===== config.mk =====
export PLATFORM = sky130hd
export DESIGN_NAME = anps_regs
export DESIGN_NICKNAME = d
export VERILOG_FILES = /design/src/shared/anps_pkg.sv /design/src/rtl/anps_page_capture.sv /design/src/rtl/anps_irq.sv /design/src/rtl/anps_regs.sv
export SDC_FILE = /design/constraint.sdc
export NUM_CORES = 1
export LEC_CHECK = 0
export ABC_AREA = 0
export BUFFER_PORTS_ARGS = -buffer_cell sky130_fd_sc_hd__buf_2
export CAP_MARGIN = 10
export CORE_MARGIN = 1.5
export CORE_UTILIZATION = 45
export CTS_BUF_LIST = sky130_fd_sc_hd__clkbuf_4 sky130_fd_sc_hd__clkbuf_8
export CTS_CLUSTER_DIAMETER = 40
export DETAILED_ROUTE_END_ITERATION = 8
export HOLD_SLACK_MARGIN = 0.05
export PLACE_DENSITY = 0.74
export SYNTH_ARGS = -nofsm -noshare
export SYNTH_HDL_FRONTEND = slang
export SYNTH_SLANG_ARGS = --single-unit

===== constraint.sdc =====
create_clock -name clk_sys_i -period 1.17 [get_ports clk_sys_i]
set_input_delay 0.234 -clock clk_sys_i [delete_from_list [all_inputs] [get_ports clk_sys_i]]
set_output_delay 0.234 -clock clk_sys_i [all_outputs]
set_load 0.01 [all_outputs]

===== src/shared/anps_pkg.sv =====
// constants for the auto-negotiation partner status register bank
// assumes a 5-bit management address space and 16-bit registers
package anps_pkg;

	// ----------------------------------------
	// bus geometry
	// ----------------------------------------
	localparam int ADDR_W = 5;
	localparam int DATA_W = 16;

	// ----------------------------------------
	// register offsets
	// ----------------------------------------
	localparam logic [4:0] OFF_PARTNER = 5'h05;
	localparam logic [4:0] OFF_EXPANSION = 5'h06;
	localparam logic [4:0] OFF_CONFIG = 5'h1C;
	localparam logic [4:0] OFF_IRQ_STAT = 5'h1D;
	localparam logic [4:0] OFF_IRQ_MASK = 5'h1E;

	// ----------------------------------------
	// partner ability fields
	// ----------------------------------------
	localparam int PA_NP = 15;
	localparam int PA_ACK = 14;
	localparam int PA_RF = 13;
	localparam int PA_TECH_HI = 12;
	localparam int PA_TECH_LO = 5;
	localparam int PA_SEL_HI = 4;
	localparam int PA_SEL_LO = 0;
	localparam int TECH_PAUSE = 10;
	localparam int TECH_T4 = 9;
	localparam int TECH_TX_FD = 8;
	localparam int TECH_TX_HD = 7;
	localparam int TECH_10_FD = 6;
	localparam int TECH_10_HD = 5;
	localparam logic [4:0] SEL_IEEE = 5'h01;
	localparam logic [15:0] PARTNER_RST = 16'h0000;

	// ----------------------------------------
	// expansion fields
	// ----------------------------------------
	localparam int EX_PD_FAULT = 4;
	localparam int EX_LP_NP = 3;
	localparam int EX_NP_ABLE = 2;
	localparam int EX_PAGE_RX = 1;
	localparam int EX_LP_AN = 0;
	localparam logic NP_ABLE_RST = 1'b1;

	// ----------------------------------------
	// configuration and interrupt fields
	// ----------------------------------------
	localparam int CFG_LEGACY = 0;
	localparam logic CFG_LEGACY_RST = 1'b0;
	localparam int IRQ_W = 3;
	localparam int IRQ_PAGE = 0;
	localparam int IRQ_PD_FAULT = 1;
	localparam int IRQ_RFAULT = 2;
	localparam logic [2:0] IRQ_MASK_RST = 3'h0;

endpackage


===== src/rtl/anps_page_capture.sv =====
// holds the first received page as base page, later pages as next pages
// assumes page_valid_i is a one-cycle pulse from the arbitration logic
module anps_page_capture (
	input wire logic clk_sys_i,
	input wire logic rst_n_i,
	input wire logic page_valid_i,
	input wire logic [15:0] page_word_i,
	input wire logic an_restart_i,
	output logic [15:0] base_page_o,
	output logic base_valid_o,
	output logic [15:0] next_page_o,
	output logic next_valid_o
);

	// ----------------------------------------
	// base page latch
	// ----------------------------------------
	// base page stays frozen until a restart, so next pages never disturb it
	always_ff @(posedge clk_sys_i or negedge rst_n_i) begin
		if (!rst_n_i) begin
			base_page_o <= anps_pkg::PARTNER_RST;
			base_valid_o <= 1'b0;
		end else if (an_restart_i) begin
			base_page_o <= anps_pkg::PARTNER_RST;
			base_valid_o <= 1'b0;
		end else if (page_valid_i && !base_valid_o) begin
			base_page_o <= page_word_i;
			base_valid_o <= 1'b1;
		end
	end

	// ----------------------------------------
	// next page latch
	// ----------------------------------------
	always_ff @(posedge clk_sys_i or negedge rst_n_i) begin
		if (!rst_n_i) begin
			next_page_o <= 16'h0000;
			next_valid_o <= 1'b0;
		end else begin
			next_valid_o <= page_valid_i && base_valid_o && !an_restart_i;
			if (page_valid_i && base_valid_o && !an_restart_i) begin
				next_page_o <= page_word_i;
			end
		end
	end

endmodule


===== src/rtl/anps_irq.sv =====
// sticky event status, read-to-clear, masked onto one level interrupt
// assumes clr_i pulses in the cycle the status register is read
module anps_irq #(
	parameter int W = 3
) (
	input wire logic clk_sys_i,
	input wire logic rst_n_i,
	input wire logic [W-1:0] set_i,
	input wire logic clr_i,
	input wire logic mask_we_i,
	input wire logic [W-1:0] mask_wdata_i,
	output logic [W-1:0] status_o,
	output logic [W-1:0] mask_o,
	output logic irq_o
);

	// ----------------------------------------
	// sticky bits
	// ----------------------------------------
	// set wins over clear so an event in the read cycle is kept
	for (genvar i = 0; i < W; i++) begin : g_bit
		always_ff @(posedge clk_sys_i or negedge rst_n_i) begin
			if (!rst_n_i) begin
				status_o[i] <= 1'b0;
			end else if (set_i[i]) begin
				status_o[i] <= 1'b1;
			end else if (clr_i) begin
				status_o[i] <= 1'b0;
			end
		end
	end

	// ----------------------------------------
	// mask
	// ----------------------------------------
	always_ff @(posedge clk_sys_i or negedge rst_n_i) begin
		if (!rst_n_i) begin
			mask_o <= W'(anps_pkg::IRQ_MASK_RST);
		end else if (mask_we_i) begin
			mask_o <= mask_wdata_i;
		end
	end

	assign irq_o = |(status_o & mask_o);

endmodule


===== src/rtl/anps_regs.sv =====
// partner ability and expansion status registers of auto-negotiation
// assumes arbitration logic drives page and parallel-detect pulses
// synchronous to clk_sys_i, and a management port with one-cycle strobes
//
// Overview of operation
// - partner ability bit 15 shows partner next-page capability
// - partner ability bit 14 shows partner acknowledge
// - partner fault with autoneg enabled raises basic status remote fault
// - bits 12:5 hold partner technologies, reset zero, set means advertised
// - tech bits: pause, T4, TX full, TX half, 10 full, 10 half
// - bits 4:0 hold received selector, reset zero
// - expansion bit 4 set when both links valid, cleared by read
// - bit 4 also set when a link comes up but is lost
// - expansion bit 3 shows partner next-page ability
// - expansion bit 2 shows local next-page support, reset one
// - legacy mode bit at 1Ch disables local next-page bit
// - first page is base page, later pages are next pages
// - expansion bit 0 shows partner autoneg ability
// - selector 00001 means IEEE 802.3 messages
module anps_regs (
	input wire logic clk_sys_i,
	input wire logic rst_n_i,
	input wire logic [4:0] addr_i,
	input wire logic [15:0] wdata_i,
	input wire logic wr_i,
	input wire logic rd_i,
	output logic [15:0] rdata_o,
	input wire logic page_valid_i,
	input wire logic [15:0] page_word_i,
	input wire logic an_restart_i,
	input wire logic an_enable_i,
	input wire logic partner_an_able_i,
	input wire logic pd_both_up_i,
	input wire logic pd_link_lost_i,
	output logic remote_fault_o,
	output logic partner_ieee_o,
	output logic [5:0] partner_caps_o,
	output logic [15:0] next_page_o,
	output logic next_valid_o,
	output logic irq_o
);

	// ----------------------------------------
	// helpers
	// ----------------------------------------
	function automatic logic hit(input logic [4:0] a, input logic [4:0] off);
		hit = (a == off);
	endfunction

	// pause, T4, TX full, TX half, 10 full, 10 half
	function automatic logic [5:0] caps(input logic [15:0] pa);
		caps = {pa[anps_pkg::TECH_PAUSE], pa[anps_pkg::TECH_T4],
			pa[anps_pkg::TECH_TX_FD], pa[anps_pkg::TECH_TX_HD],
			pa[anps_pkg::TECH_10_FD], pa[anps_pkg::TECH_10_HD]};
	endfunction

	logic [15:0] partner;
	logic base_valid;
	logic rd_exp;
	logic rd_irq;
	logic wr_cfg;
	logic wr_mask;
	logic pd_fault_r;
	logic page_rx_r;
	logic lp_an_r;
	logic legacy_r;
	logic rf_prev_r;
	logic [15:0] expansion;
	logic [15:0] rdata_nxt;
	logic [anps_pkg::IRQ_W-1:0] irq_set;
	logic [anps_pkg::IRQ_W-1:0] irq_status;
	logic [anps_pkg::IRQ_W-1:0] irq_mask;

	assign rd_exp = rd_i && hit(addr_i, anps_pkg::OFF_EXPANSION);
	assign rd_irq = rd_i && hit(addr_i, anps_pkg::OFF_IRQ_STAT);
	// partner and expansion offsets have no write path at all
	assign wr_cfg = wr_i && hit(addr_i, anps_pkg::OFF_CONFIG);
	assign wr_mask = wr_i && hit(addr_i, anps_pkg::OFF_IRQ_MASK);

	// ----------------------------------------
	// page capture
	// ----------------------------------------
	anps_page_capture u_capture (
		.clk_sys_i(clk_sys_i),
		.rst_n_i(rst_n_i),
		.page_valid_i(page_valid_i),
		.page_word_i(page_word_i),
		.an_restart_i(an_restart_i),
		.base_page_o(partner),
		.base_valid_o(base_valid),
		.next_page_o(next_page_o),
		.next_valid_o(next_valid_o)
	);

	// ----------------------------------------
	// partner decode
	// ----------------------------------------
	// decode only trusted for IEEE messages; other selectors report nothing
	always_ff @(posedge clk_sys_i or negedge rst_n_i) begin
		if (!rst_n_i) begin
			partner_ieee_o <= 1'b0;
			partner_caps_o <= 6'h00;
		end else begin
			partner_ieee_o <= (partner[anps_pkg::PA_SEL_HI:anps_pkg::PA_SEL_LO]
				== anps_pkg::SEL_IEEE);
			if (partner[anps_pkg::PA_SEL_HI:anps_pkg::PA_SEL_LO] == anps_pkg::SEL_IEEE) begin
				partner_caps_o <= caps(partner);
			end else begin
				partner_caps_o <= 6'h00;
			end
		end
	end

	// ----------------------------------------
	// remote fault to basic status
	// ----------------------------------------
	always_ff @(posedge clk_sys_i or negedge rst_n_i) begin
		if (!rst_n_i) begin
			remote_fault_o <= 1'b0;
			rf_prev_r <= 1'b0;
		end else begin
			remote_fault_o <= an_enable_i && partner[anps_pkg::PA_RF];
			rf_prev_r <= partner[anps_pkg::PA_RF];
		end
	end

	// ----------------------------------------
	// expansion status bits
	// ----------------------------------------
	// event in the read cycle wins, so no fault is ever lost
	always_ff @(posedge clk_sys_i or negedge rst_n_i) begin
		if (!rst_n_i) begin
			pd_fault_r <= 1'b0;
		end else if (pd_both_up_i || pd_link_lost_i) begin
			pd_fault_r <= 1'b1;
		end else if (rd_exp) begin
			pd_fault_r <= 1'b0;
		end
	end

	always_ff @(posedge clk_sys_i or negedge rst_n_i) begin
		if (!rst_n_i) begin
			page_rx_r <= 1'b0;
		end else if (page_valid_i) begin
			page_rx_r <= 1'b1;
		end else if (rd_exp) begin
			page_rx_r <= 1'b0;
		end
	end

	always_ff @(posedge clk_sys_i or negedge rst_n_i) begin
		if (!rst_n_i) begin
			lp_an_r <= 1'b0;
		end else begin
			lp_an_r <= partner_an_able_i;
		end
	end

	// ----------------------------------------
	// configuration
	// ----------------------------------------
	always_ff @(posedge clk_sys_i or negedge rst_n_i) begin
		if (!rst_n_i) begin
			legacy_r <= anps_pkg::CFG_LEGACY_RST;
		end else if (wr_cfg) begin
			legacy_r <= wdata_i[anps_pkg::CFG_LEGACY];
		end
	end

	always_comb begin
		expansion = 16'h0000;
		expansion[anps_pkg::EX_PD_FAULT] = pd_fault_r;
		expansion[anps_pkg::EX_LP_NP] = partner[anps_pkg::PA_NP];
		// local support is fixed; legacy mode hides it
		expansion[anps_pkg::EX_NP_ABLE] = anps_pkg::NP_ABLE_RST && !legacy_r;
		expansion[anps_pkg::EX_PAGE_RX] = page_rx_r;
		expansion[anps_pkg::EX_LP_AN] = lp_an_r;
	end

	// ----------------------------------------
	// interrupts
	// ----------------------------------------
	assign irq_set[anps_pkg::IRQ_PAGE] = page_valid_i;
	assign irq_set[anps_pkg::IRQ_PD_FAULT] = pd_both_up_i || pd_link_lost_i;
	assign irq_set[anps_pkg::IRQ_RFAULT] = partner[anps_pkg::PA_RF] && !rf_prev_r;

	anps_irq #(
		.W(anps_pkg::IRQ_W)
	) u_irq (
		.clk_sys_i(clk_sys_i),
		.rst_n_i(rst_n_i),
		.set_i(irq_set),
		.clr_i(rd_irq),
		.mask_we_i(wr_mask),
		.mask_wdata_i(wdata_i[anps_pkg::IRQ_W-1:0]),
		.status_o(irq_status),
		.mask_o(irq_mask),
		.irq_o(irq_o)
	);

	// ----------------------------------------
	// read path
	// ----------------------------------------
	// data valid only the cycle after the strobe, zero otherwise
	always_comb begin
		rdata_nxt = 16'h0000;
		if (rd_i) begin
			unique case (1'b1)
				hit(addr_i, anps_pkg::OFF_PARTNER): rdata_nxt = partner;
				hit(addr_i, anps_pkg::OFF_EXPANSION): rdata_nxt = expansion;
				hit(addr_i, anps_pkg::OFF_CONFIG): rdata_nxt[anps_pkg::CFG_LEGACY] = legacy_r;
				hit(addr_i, anps_pkg::OFF_IRQ_STAT): rdata_nxt[anps_pkg::IRQ_W-1:0] = irq_status;
				hit(addr_i, anps_pkg::OFF_IRQ_MASK): rdata_nxt[anps_pkg::IRQ_W-1:0] = irq_mask;
				default: rdata_nxt = 16'h0000;
			endcase
		end
	end

	always_ff @(posedge clk_sys_i or negedge rst_n_i) begin
		if (!rst_n_i) begin
			rdata_o <= 16'h0000;
		end else begin
			rdata_o <= rdata_nxt;
		end
	end
endmodule


After elaboration in Yosys (flattened, before gate mapping)
Index checks and enable logic that the tools add are counted.
{ "word_totals": {"mem_bits_rw": 0, "wordCells": 61, "output_inout_bits": 42, "mem_bits_ro": 0, "latchBits": 0, "input_bits": 47, "ff_bits": 69, "n_memories": 0} }
{ "op_classes": {"multipliers": 0, "n_lt_le_gt_ge": 0, "addsub": 0, "n_reduce_logical": 21, "mux": 16, "eq_ne": 6, "div_mod_pow": 0, "bitwise_logic": 1, "shift": 0} }
{ "op_table": {"columns": ["operator", "count"], "rows": [
  ["16-bit 2-to-1 mux", 3],
  ["13-bit case mux with 2 select lines", 1],
  ["5-bit equality test, second input constant", 3],
  ["2-bit nonzero test", 6],
  ["5-bit by 3-bit equality test with 1-bit output, second input constant", 2],
  ["1-bit logical AND", 9],
  ["1-bit 2-to-1 mux", 9],
  ["2-bit case mux with 4 select lines", 1],
  ["6-bit 2-to-1 mux", 1],
  ["5-bit by 1-bit equality test with 1-bit output, second input constant", 1],
  ["1-bit case mux with 5 select lines", 1],
  ["1-bit logical NOT", 4],
  ["3-bit bitwise AND", 1],
  ["3-bit OR reduction", 1],
  ["1-bit logical OR", 1]
]} }

Logic depth before layout (Yosys ltp)
Gate-level depths: netlist of run 1.
{ "depth": {"ltp_word": 4, "mapped_depth": 5, "ltp_nobuf": 3} }

Hierarchy
From an unflattened synthesis of run 1, not the netlist that was laid out.
{ "unflattened": {"hier_cells": 229, "hier_area_um2": 2851.5} }
{ "modules_own_cells": {"columns": ["mod", "seq_area_each_um2", "instances", "cells_each", "area_each_um2"], "rows": [
  ["anps_page_capture", 850.8, 1, 111, 1360.1],
  ["anps_regs", 725.7, 1, 103, 1266.2],
  ["anps_irq", 150.1, 1, 15, 225.2]
]} }

Least setup slack after synthesis of run 1
Ideal clock, no wire load.
{ "synth_path": {"path_kind": "input-to-reg", "from": "input port addr_i[1]", "to": "register u_irq.mask_o[0]", "setup_ns": 0.127, "path_slack_ns": 0.026, "t_arrival_ns": 1.017, "path_stages": 3, "n_path_buf": 0, "required_ns": 1.043, "path_cell_list": "nor2b_1 > and3_4 > mux2_1"} }
{ "synth_between": {"elab_chain_len": 2} }
{ "synth_lines": {"columns": ["item", "line", "source"], "rows": [
  ["start, declared", "anps_regs.sv:23", "input wire logic [4:0] addr_i,"],
  ["5-bit equality test", "anps_regs.sv:47", "hit = (a == off);"],
  ["1-bit logical AND", "anps_regs.sv:78", "assign wr_mask = wr_i && hit(addr_i, anps_pkg::OFF_IRQ_MASK);"],
  ["end signal, assigned", "anps_irq.sv:38", "mask_o <= W'(anps_pkg::IRQ_MASK_RST);"],
  ["end signal, assigned", "anps_irq.sv:40", "mask_o <= mask_wdata_i;"],
  ["end, declared", "anps_irq.sv:13", "output logic [W-1:0] mask_o,"]
]} }
Every way passes these cells.
A chain may end at the register's enable or synchronous reset.

Worst setup path after layout of run 1
{ "layout_path": {"from": "register u_irq.mask_o[2]", "to": "output port irq_o"} }
{ "layout_between": {"elab_chain_len": 2} }
{ "layout_lines": {"columns": ["item", "line", "source"], "rows": [
  ["3-bit bitwise AND", "anps_irq.sv:44", "assign irq_o = |(status_o & mask_o);"],
  ["3-bit OR reduction", "anps_irq.sv:44", null],
  ["end, declared", "anps_regs.sv:40", "output logic irq_o"]
]} }
Every way passes these cells.

==> metrics.yaml, run 1 <==
power_and_ir_drop:
  p_int_mw: 4.33
  power_density_nw_per_um2: 1530
  p_sw_mw: 1.34
  p_sw_frac: 0.237
  p_leak_nw: 1.95
  peakVddDrop_v: 0.00104
  share_comb_of_total_power: 0.152
  p_seq_frac: 0.478
  pwr-share-clk: 0.369
synthesis:
  ys_async_sr_fraction: 1.00
  syn-mean-instance-area_sq_um: 12.6
  syn_nets: 270
  synth_edf_count: 0
  yosysMostFrequentCell: "dfrtp_1"
  yosysTopAreaCellShare: 0.612
  yosys_most_used_dff: "dfrtp_1"
  synth_cell_types: 37
  netlist_top_cells_area: "dfrtp_1 (61%), mux2_4 (4.8%), nand2_1 (4.5%)"
  ys_top_cells_by_count: "dfrtp_1 (69), nand2_1 (34), a21oi_1 (18), and2_1 (13), and3_1 (10)"
  synth_seq_cells: 69
  syn-cell-area_sq_um: 2820
  ys_seq_area_frac: 0.612
  synth_top_cell_by_area: "dfrtp_1"
  synth_cells: 223
  ys.warnings.count: 0
finish:
  nets: 369
  drive_above_1_share: 0.428
  area_growth_pct: 31.5
  stdcell_area_sq_um: 3710
  stdcell_count: 402
  fillers: 498
  diodes: 0
clock_network:
  clock_latency_ps: 340
  cts_buffers: 9
  cts_tree: "done"
  cts_buffer_depth: 2
  root_buffer: "clkbuf_8"
  clk_pin_slew_ps: 70
  htree_num_levels: 3
  cts_num_sinks: 69
drt:
  wire_per_inst_um: 14.7
  drt_iter0_markers: 83
  first_pass_iters: 4
  vias: 2022
  via_per_inst: 5.03
  detail-route-antenna-nets: 0
  totalWireLength_um: 5920
  drc: 0
worst_setup_path:
  regToRegStartpoint: "u_capture.base_valid_o"
  cp-startpoint: "u_irq.mask_o[2]"
  rr_endpoint: "u_capture.next_page_o[14]"
  start_kind: "flop"
  crit_type: "flop to output pin"
  cp-endpoint: "irq_o"
  rr_worst_depth: 3
  cpMaxStageDelayCell: "dfrtp_1"
  path_max_fanout: 3
  cp-end-kind: "output pin"
  reg2reg_slack_ps: 20
  critical_path_required_ps: 940
  worstPathCellList: "a222oi_1 > inv_1 > buf_2"
  cp_data_arrival_time_ps: 1260
  slowest_delay_ps: 390
sta:
  fin_skew_ps: 7.61
  worst_slack_ps: -324
  fmax_mhz: 669
  max_slew_margin: 0.758
  drv_slew: 0
  setup_viol: 1
  hold_viol_final: 0
  rsz0062_at_grt: "yes"
  period_share: 1.28
  worst_slew_pin_slew_ps: 364
  period_minus_slack_ps: 1490
placed_design:
  globalplace.congestion: 0.817
  placed_area_sq_um: 3370
  post-place-ws_ps: -115
  hpwl_um: 4090
  io_buffers: 75
  dp_cells: 381
floorplan:
  dieWidth_um: 82.2
  die_h_um: 82.2
  num_rows: 28
  initial_core_util: 0.471
  core_area_sq_um: 5990
  die-area_sq_um: 6750
  ios: 89
global_route:
  grt_util_met1: 0.265
  top_usage_layer: "met2"
  met2_usage: 0.291
  grt_use_total: 0.195
  antenna_found_initial: 0
  grt_remaining_overflow: 0
  grt_pass1_vias: 1914
  grt_start_max_net_pins: 70
  grt_use_met3: 0.0659
  grt_pass1_wl_um: 9490
flow_run:
  maxCapViolCount: 0
min_path:
  holdPathStages: 2
  hold_class: "input pin to flop"
run_status:
  violations: "setup timing"
  status: "complete, but fails checks"
-- metal layers --
metal  routed length [um]  share of wire
met3                  309          0.052
met5                    0              0
met1                 2790           0.47
met4                  119          0.020
met2                 2700           0.46
-- how the worst min path moves through the flow --
stage	from	endpoint	slack, ps
2_1_floorplan	rst_n_i	legacy_r	-60
3_3_place_gp	rst_n_i	partner_ieee_o	280
3_5_place_dp	rst_n_i	partner_ieee_o	280
4_1_cts	pd_link_lost_i	u_irq.status_o[1]	80
5_1_grt	pd_link_lost_i	u_irq.status_o[1]	90
6_report	pd_link_lost_i	u_irq.status_o[1]	100
-- metrics by stage --
| step | utilization | TNS, ps | total power, mW | hold slack, ps |
|---|---|---|---|---|
| global placement | 0.563 | -849 | 3.53 | 284 |
| detailed placement | 0.563 | -1970 | 3.56 | 284 |
| global route | 0.619 | -437 | 5.94 | 89.5 |
| floorplan | - | 0 | 3.16 | -61.6 |
| CTS | 0.609 | -350 | 5.70 | 82.2 |
| finish | 0.619 | -324 | 5.67 | 95.4 |
-- power by group through the flow --
stage	Combinational [mW]	Sequential (mW)	Clock [mW]
3_5_place_dp	0.810	2.75	0
2_1_floorplan	0.359	2.80	0
3_3_place_gp	0.790	2.74	0
5_1_grt	0.944	2.74	2.25
6_report	0.863	2.71	2.09
4_1_cts	0.831	2.71	2.16
-- state kept, by name, summed over array words and instances (netlist names) --
signal	count
rdata_o	16
u_capture.base_page_o	16
u_capture.next_page_o	16
partner_caps_o	6
u_irq.mask_o	3
u_irq.status_o	3
legacy_r	1
lp_an_r	1
page_rx_r	1
partner_ieee_o	1
pd_fault_r	1
remote_fault_o	1
rf_prev_r	1
u_capture.base_valid_o	1
u_capture.next_valid_o	1
-- critical path, delay by kind of cell, from the launching register on --
kind / cells / cell delay (ps)
flops: 1 / 390
compound gates: 1 / 320
buf+inv: 2 / 210
-- layout make-up --
| cell class | count | area (sq um) | area share |
|---|---|---|---|
| flip-flops and latches | 69 | 1730 | 0.466 |
| multi-input cells | 141 | 1030 | 0.278 |
| repair buffers | 98 | 624 | 0.168 |
| clock buffers | 12 | 146 | 0.0395 |
| well taps | 75 | 93.8 | 0.0253 |
| clock inverters | 4 | 72.6 | 0.0196 |
| inverters | 3 | 11.3 | 0.00304 |
-- cell usage in the layout, fill, tap and decap left out, types with 2 or more instances in the layout --
master         netlist  routed
mux2_1               4       4
and3_4               3       3
and2_1              13      13
a21oi_1             18      18
mux2_4               9      16
nand2_1             34      34
nor2b_1              3       2
buf_4                2      15
buf_12               0       4
clkbuf_4             0       3
o22ai_1              3       3
inv_1                3       3
dfrtp_1             69      68
nor2_1               3       3
buf_2                3      75
bufinv_16            0       2
dlygate4sd3_1        0       2
o31a_1               2       2
a21o_1               2       2
a211o_1              2       2
clkbuf_8             0       9
a22o_1               3       3
nand3_1              3       3
and3_1              10      10
nor3b_2              2       2
nand3b_1             7       7
-- logic make-up after synthesis --
group,Yosys count,share of synthesized area
flops,69,0.612
compound gates,34,0.0790
buf+inv,13,0.0319
mux,21,0.0954
xor+xnor,1,0.00311
simple gates,85,0.178
-- what timing repair did --
| action | 4_1_cts | 5_1_grt |
|---|---|---|
| cloned | 0 | 1 |
| buffers inserted | 2 | 0 |
| gates resized for setup | 0 | 10 |
| setup endpoints to repair | 17 | 10 |
| pin swaps | 2 | 1 |
| hold buffers | 2 | 0 |
| endpoints found under the hold margin | 70 | 0 |
(Power assumes the default switching activity.)
==> inputs of run 2 (changes only) <==
--- a/config.mk
+++ b/config.mk
@@ -14,7 +14,7 @@
 export CTS_CLUSTER_DIAMETER = 40
 export DETAILED_ROUTE_END_ITERATION = 8
 export HOLD_SLACK_MARGIN = 0.05
-export PLACE_DENSITY = 0.74
+export PLACE_DENSITY = 0.71
 export SYNTH_ARGS = -nofsm -noshare
 export SYNTH_HDL_FRONTEND = slang
 export SYNTH_SLANG_ARGS = --single-unit
==> constraint.sdc (replaced) <==
create_clock -name clk_sys_i -period 1.7 [get_ports clk_sys_i]
set_input_delay 0.34 -clock clk_sys_i [delete_from_list [all_inputs] [get_ports clk_sys_i]]
set_output_delay 0.34 -clock clk_sys_i [all_outputs]
set_load 0.01 [all_outputs]
==> run 2 against run 1 <==
Net effect:
- the run now ends clean
- clock power shrank 45%
- largest cell class unchanged
- worst setup slack gained 400 ps
- clock skew grew 0.72 ps
- critical path type unchanged
==> metrics.yaml, run 2 (same netlist as run 1, synthesis figures left out) <==
run_status:
  status: "completed"
min_path:
  hold_path_end: "lp_an_r"
  holdPathStages: 1
  hold_class: "input pin to flop"
  hold_path.startpoint: "partner_an_able_i"
sta:
  period_share: 0.953
  fin_skew_ps: 8.33
  max_slew_margin: 0.628
  worst_slew_pin_slew_ps: 558
  tns_ps: 0
  fmax_mhz: 617
  drv_slew: 0
  setup_viol: 0
  rsz0062_at_grt: "yes"
  whs_ps: 114
  period_minus_slack_ps: 1620
  hold_viol_final: 0
power_and_ir_drop:
  power_density_nw_per_um2: 1020
  finalPower_mw: 3.54
  p_leak_nw: 1.80
  peakVddDrop_v: 0.000746
floorplan:
  die-area_sq_um: 6750
  core_area_sq_um: 5990
  dieWidth_um: 82.2
  ios: 89
  num_rows: 28
  initial_core_util: 0.471
  die_h_um: 82.2
global_route:
  grt_pass1_vias: 1830
  grt_start_max_net_pins: 56
  grt_remaining_overflow: 0
  grt_pass1_wl_um: 8850
  grt_use_total: 0.179
  antenna_found_initial: 0
worst_setup_path:
  reg2reg_slack_ps: 420
  start_kind: "flop"
  critical_path_required_ps: 1360
  regToRegStartpoint: "u_capture.base_valid_o"
  path_max_fanout: 3
  cp_data_arrival_time_ps: 1280
  cp-end-kind: "output pin"
  worstSetupPathDepth: 3
  crit_type: "flop to output pin"
  cpLargestDelayFamily: "flip-flops"
  path_buf_inv: 2
  worstPathCellList: "a222oi_1 > inv_1 > buf_2"
  cpMaxStageDelayCell: "dfrtp_1"
  slowest_delay_ps: 410
  rr_worst_depth: 3
  rr_endpoint: "u_capture.base_page_o[8]"
drt:
  vias: 1931
  totalWireLength_um: 5440
  drt_iter0_markers: 95
  via_per_inst: 4.99
  drc: 0
  first_pass_iters: 4
  wire_per_inst_um: 14.1
  detail-route-antenna-nets: 0
finish:
  fin_util: 0.577
  stdcell_area_sq_um: 3460
  nets: 354
  final_common_cell: "buf_2"
  drive_above_1_share: 0.397
  diodes: 0
  final_cell_mix: "buf_2 (75), dfrtp_1 (69), nand2_1 (34)"
  fillers: 527
  area_growth_pct: 22.6
  top_regs: "rdata_o x16, u_capture.base_page_o x16, u_capture.next_page_o x16"
placed_design:
  globalplace.congestion: 0.882
  placed_area_sq_um: 3270
  io_buffers: 75
  hpwl_um: 3870
clock_network:
  cts_tree: "done"
  clock_latency_ps: 340
  clk_pin_slew_ps: 70
  root_buffer: "clkbuf_8"
  cts_num_sinks: 69
  cts_buffer_depth: 2
  htree_num_levels: 3
  cts_buffers: 9
  cts-resized-gates: 0
flow_run:
  maxCapViolCount: 0
==> run 2: metrics by stage <==
step                worst slack [ps]  instances
floorplan                        450        223
global route                   -34.2        387
finish                          79.5        387
global placement                 175        369
CTS                             38.6        386
detailed placement               106        369
==> run 2: metal layers <==
metal  up-vias  GRT usage  share of wire
li1        940          -              -
met1       918      0.249           0.49
met2        65      0.262           0.44
met3         8     0.0407          0.053
met4         0     0.0915          0.020
met5         -          0              0
==> run 2: how the worst max path moves through the flow <==
| stage | to | slack (ps) | start |
|---|---|---|---|
| floorplan | u_irq.mask_o[0] | 450 | addr_i[1] |
| global placement | u_irq.mask_o[1] | 180 | addr_i[1] |
| detailed placement | u_irq.mask_o[2] | 110 | addr_i[0] |
| CTS | irq_o | 40 | u_irq.status_o[2] |
| global route | irq_o | -30 | u_irq.mask_o[2] |
| finish | irq_o | 80 | u_irq.status_o[2] |
==> run 2: power by group <==
group | internal, mW | switching [mW] | total (mW) | leakage, nW
registers | 1.78 | 0.0845 | 1.86 | 0.888
logic | 0.270 | 0.253 | 0.522 | 0.822
clock network | 0.542 | 0.610 | 1.15 | 0.0894
==> run 2: area by class of cell <==
cell class	count	area, sq um	share of cell area
multi-input combinational	141	1000	0.290
clock buffer	10	131	0.0380
inverter	3	11.3	0.00326
sequential	69	1730	0.499
clock inverter	6	40.0	0.0116
timing repair buffer	83	450	0.130
tap	75	93.8	0.0271
==> run 2: repair_timing <==
action | in CTS | in global routing
endpoints found under the hold margin | 14 | 0
hold buffers | 1 | 0
buffers inserted | 0 | 1
endpoints found under the setup margin | 0 | 1
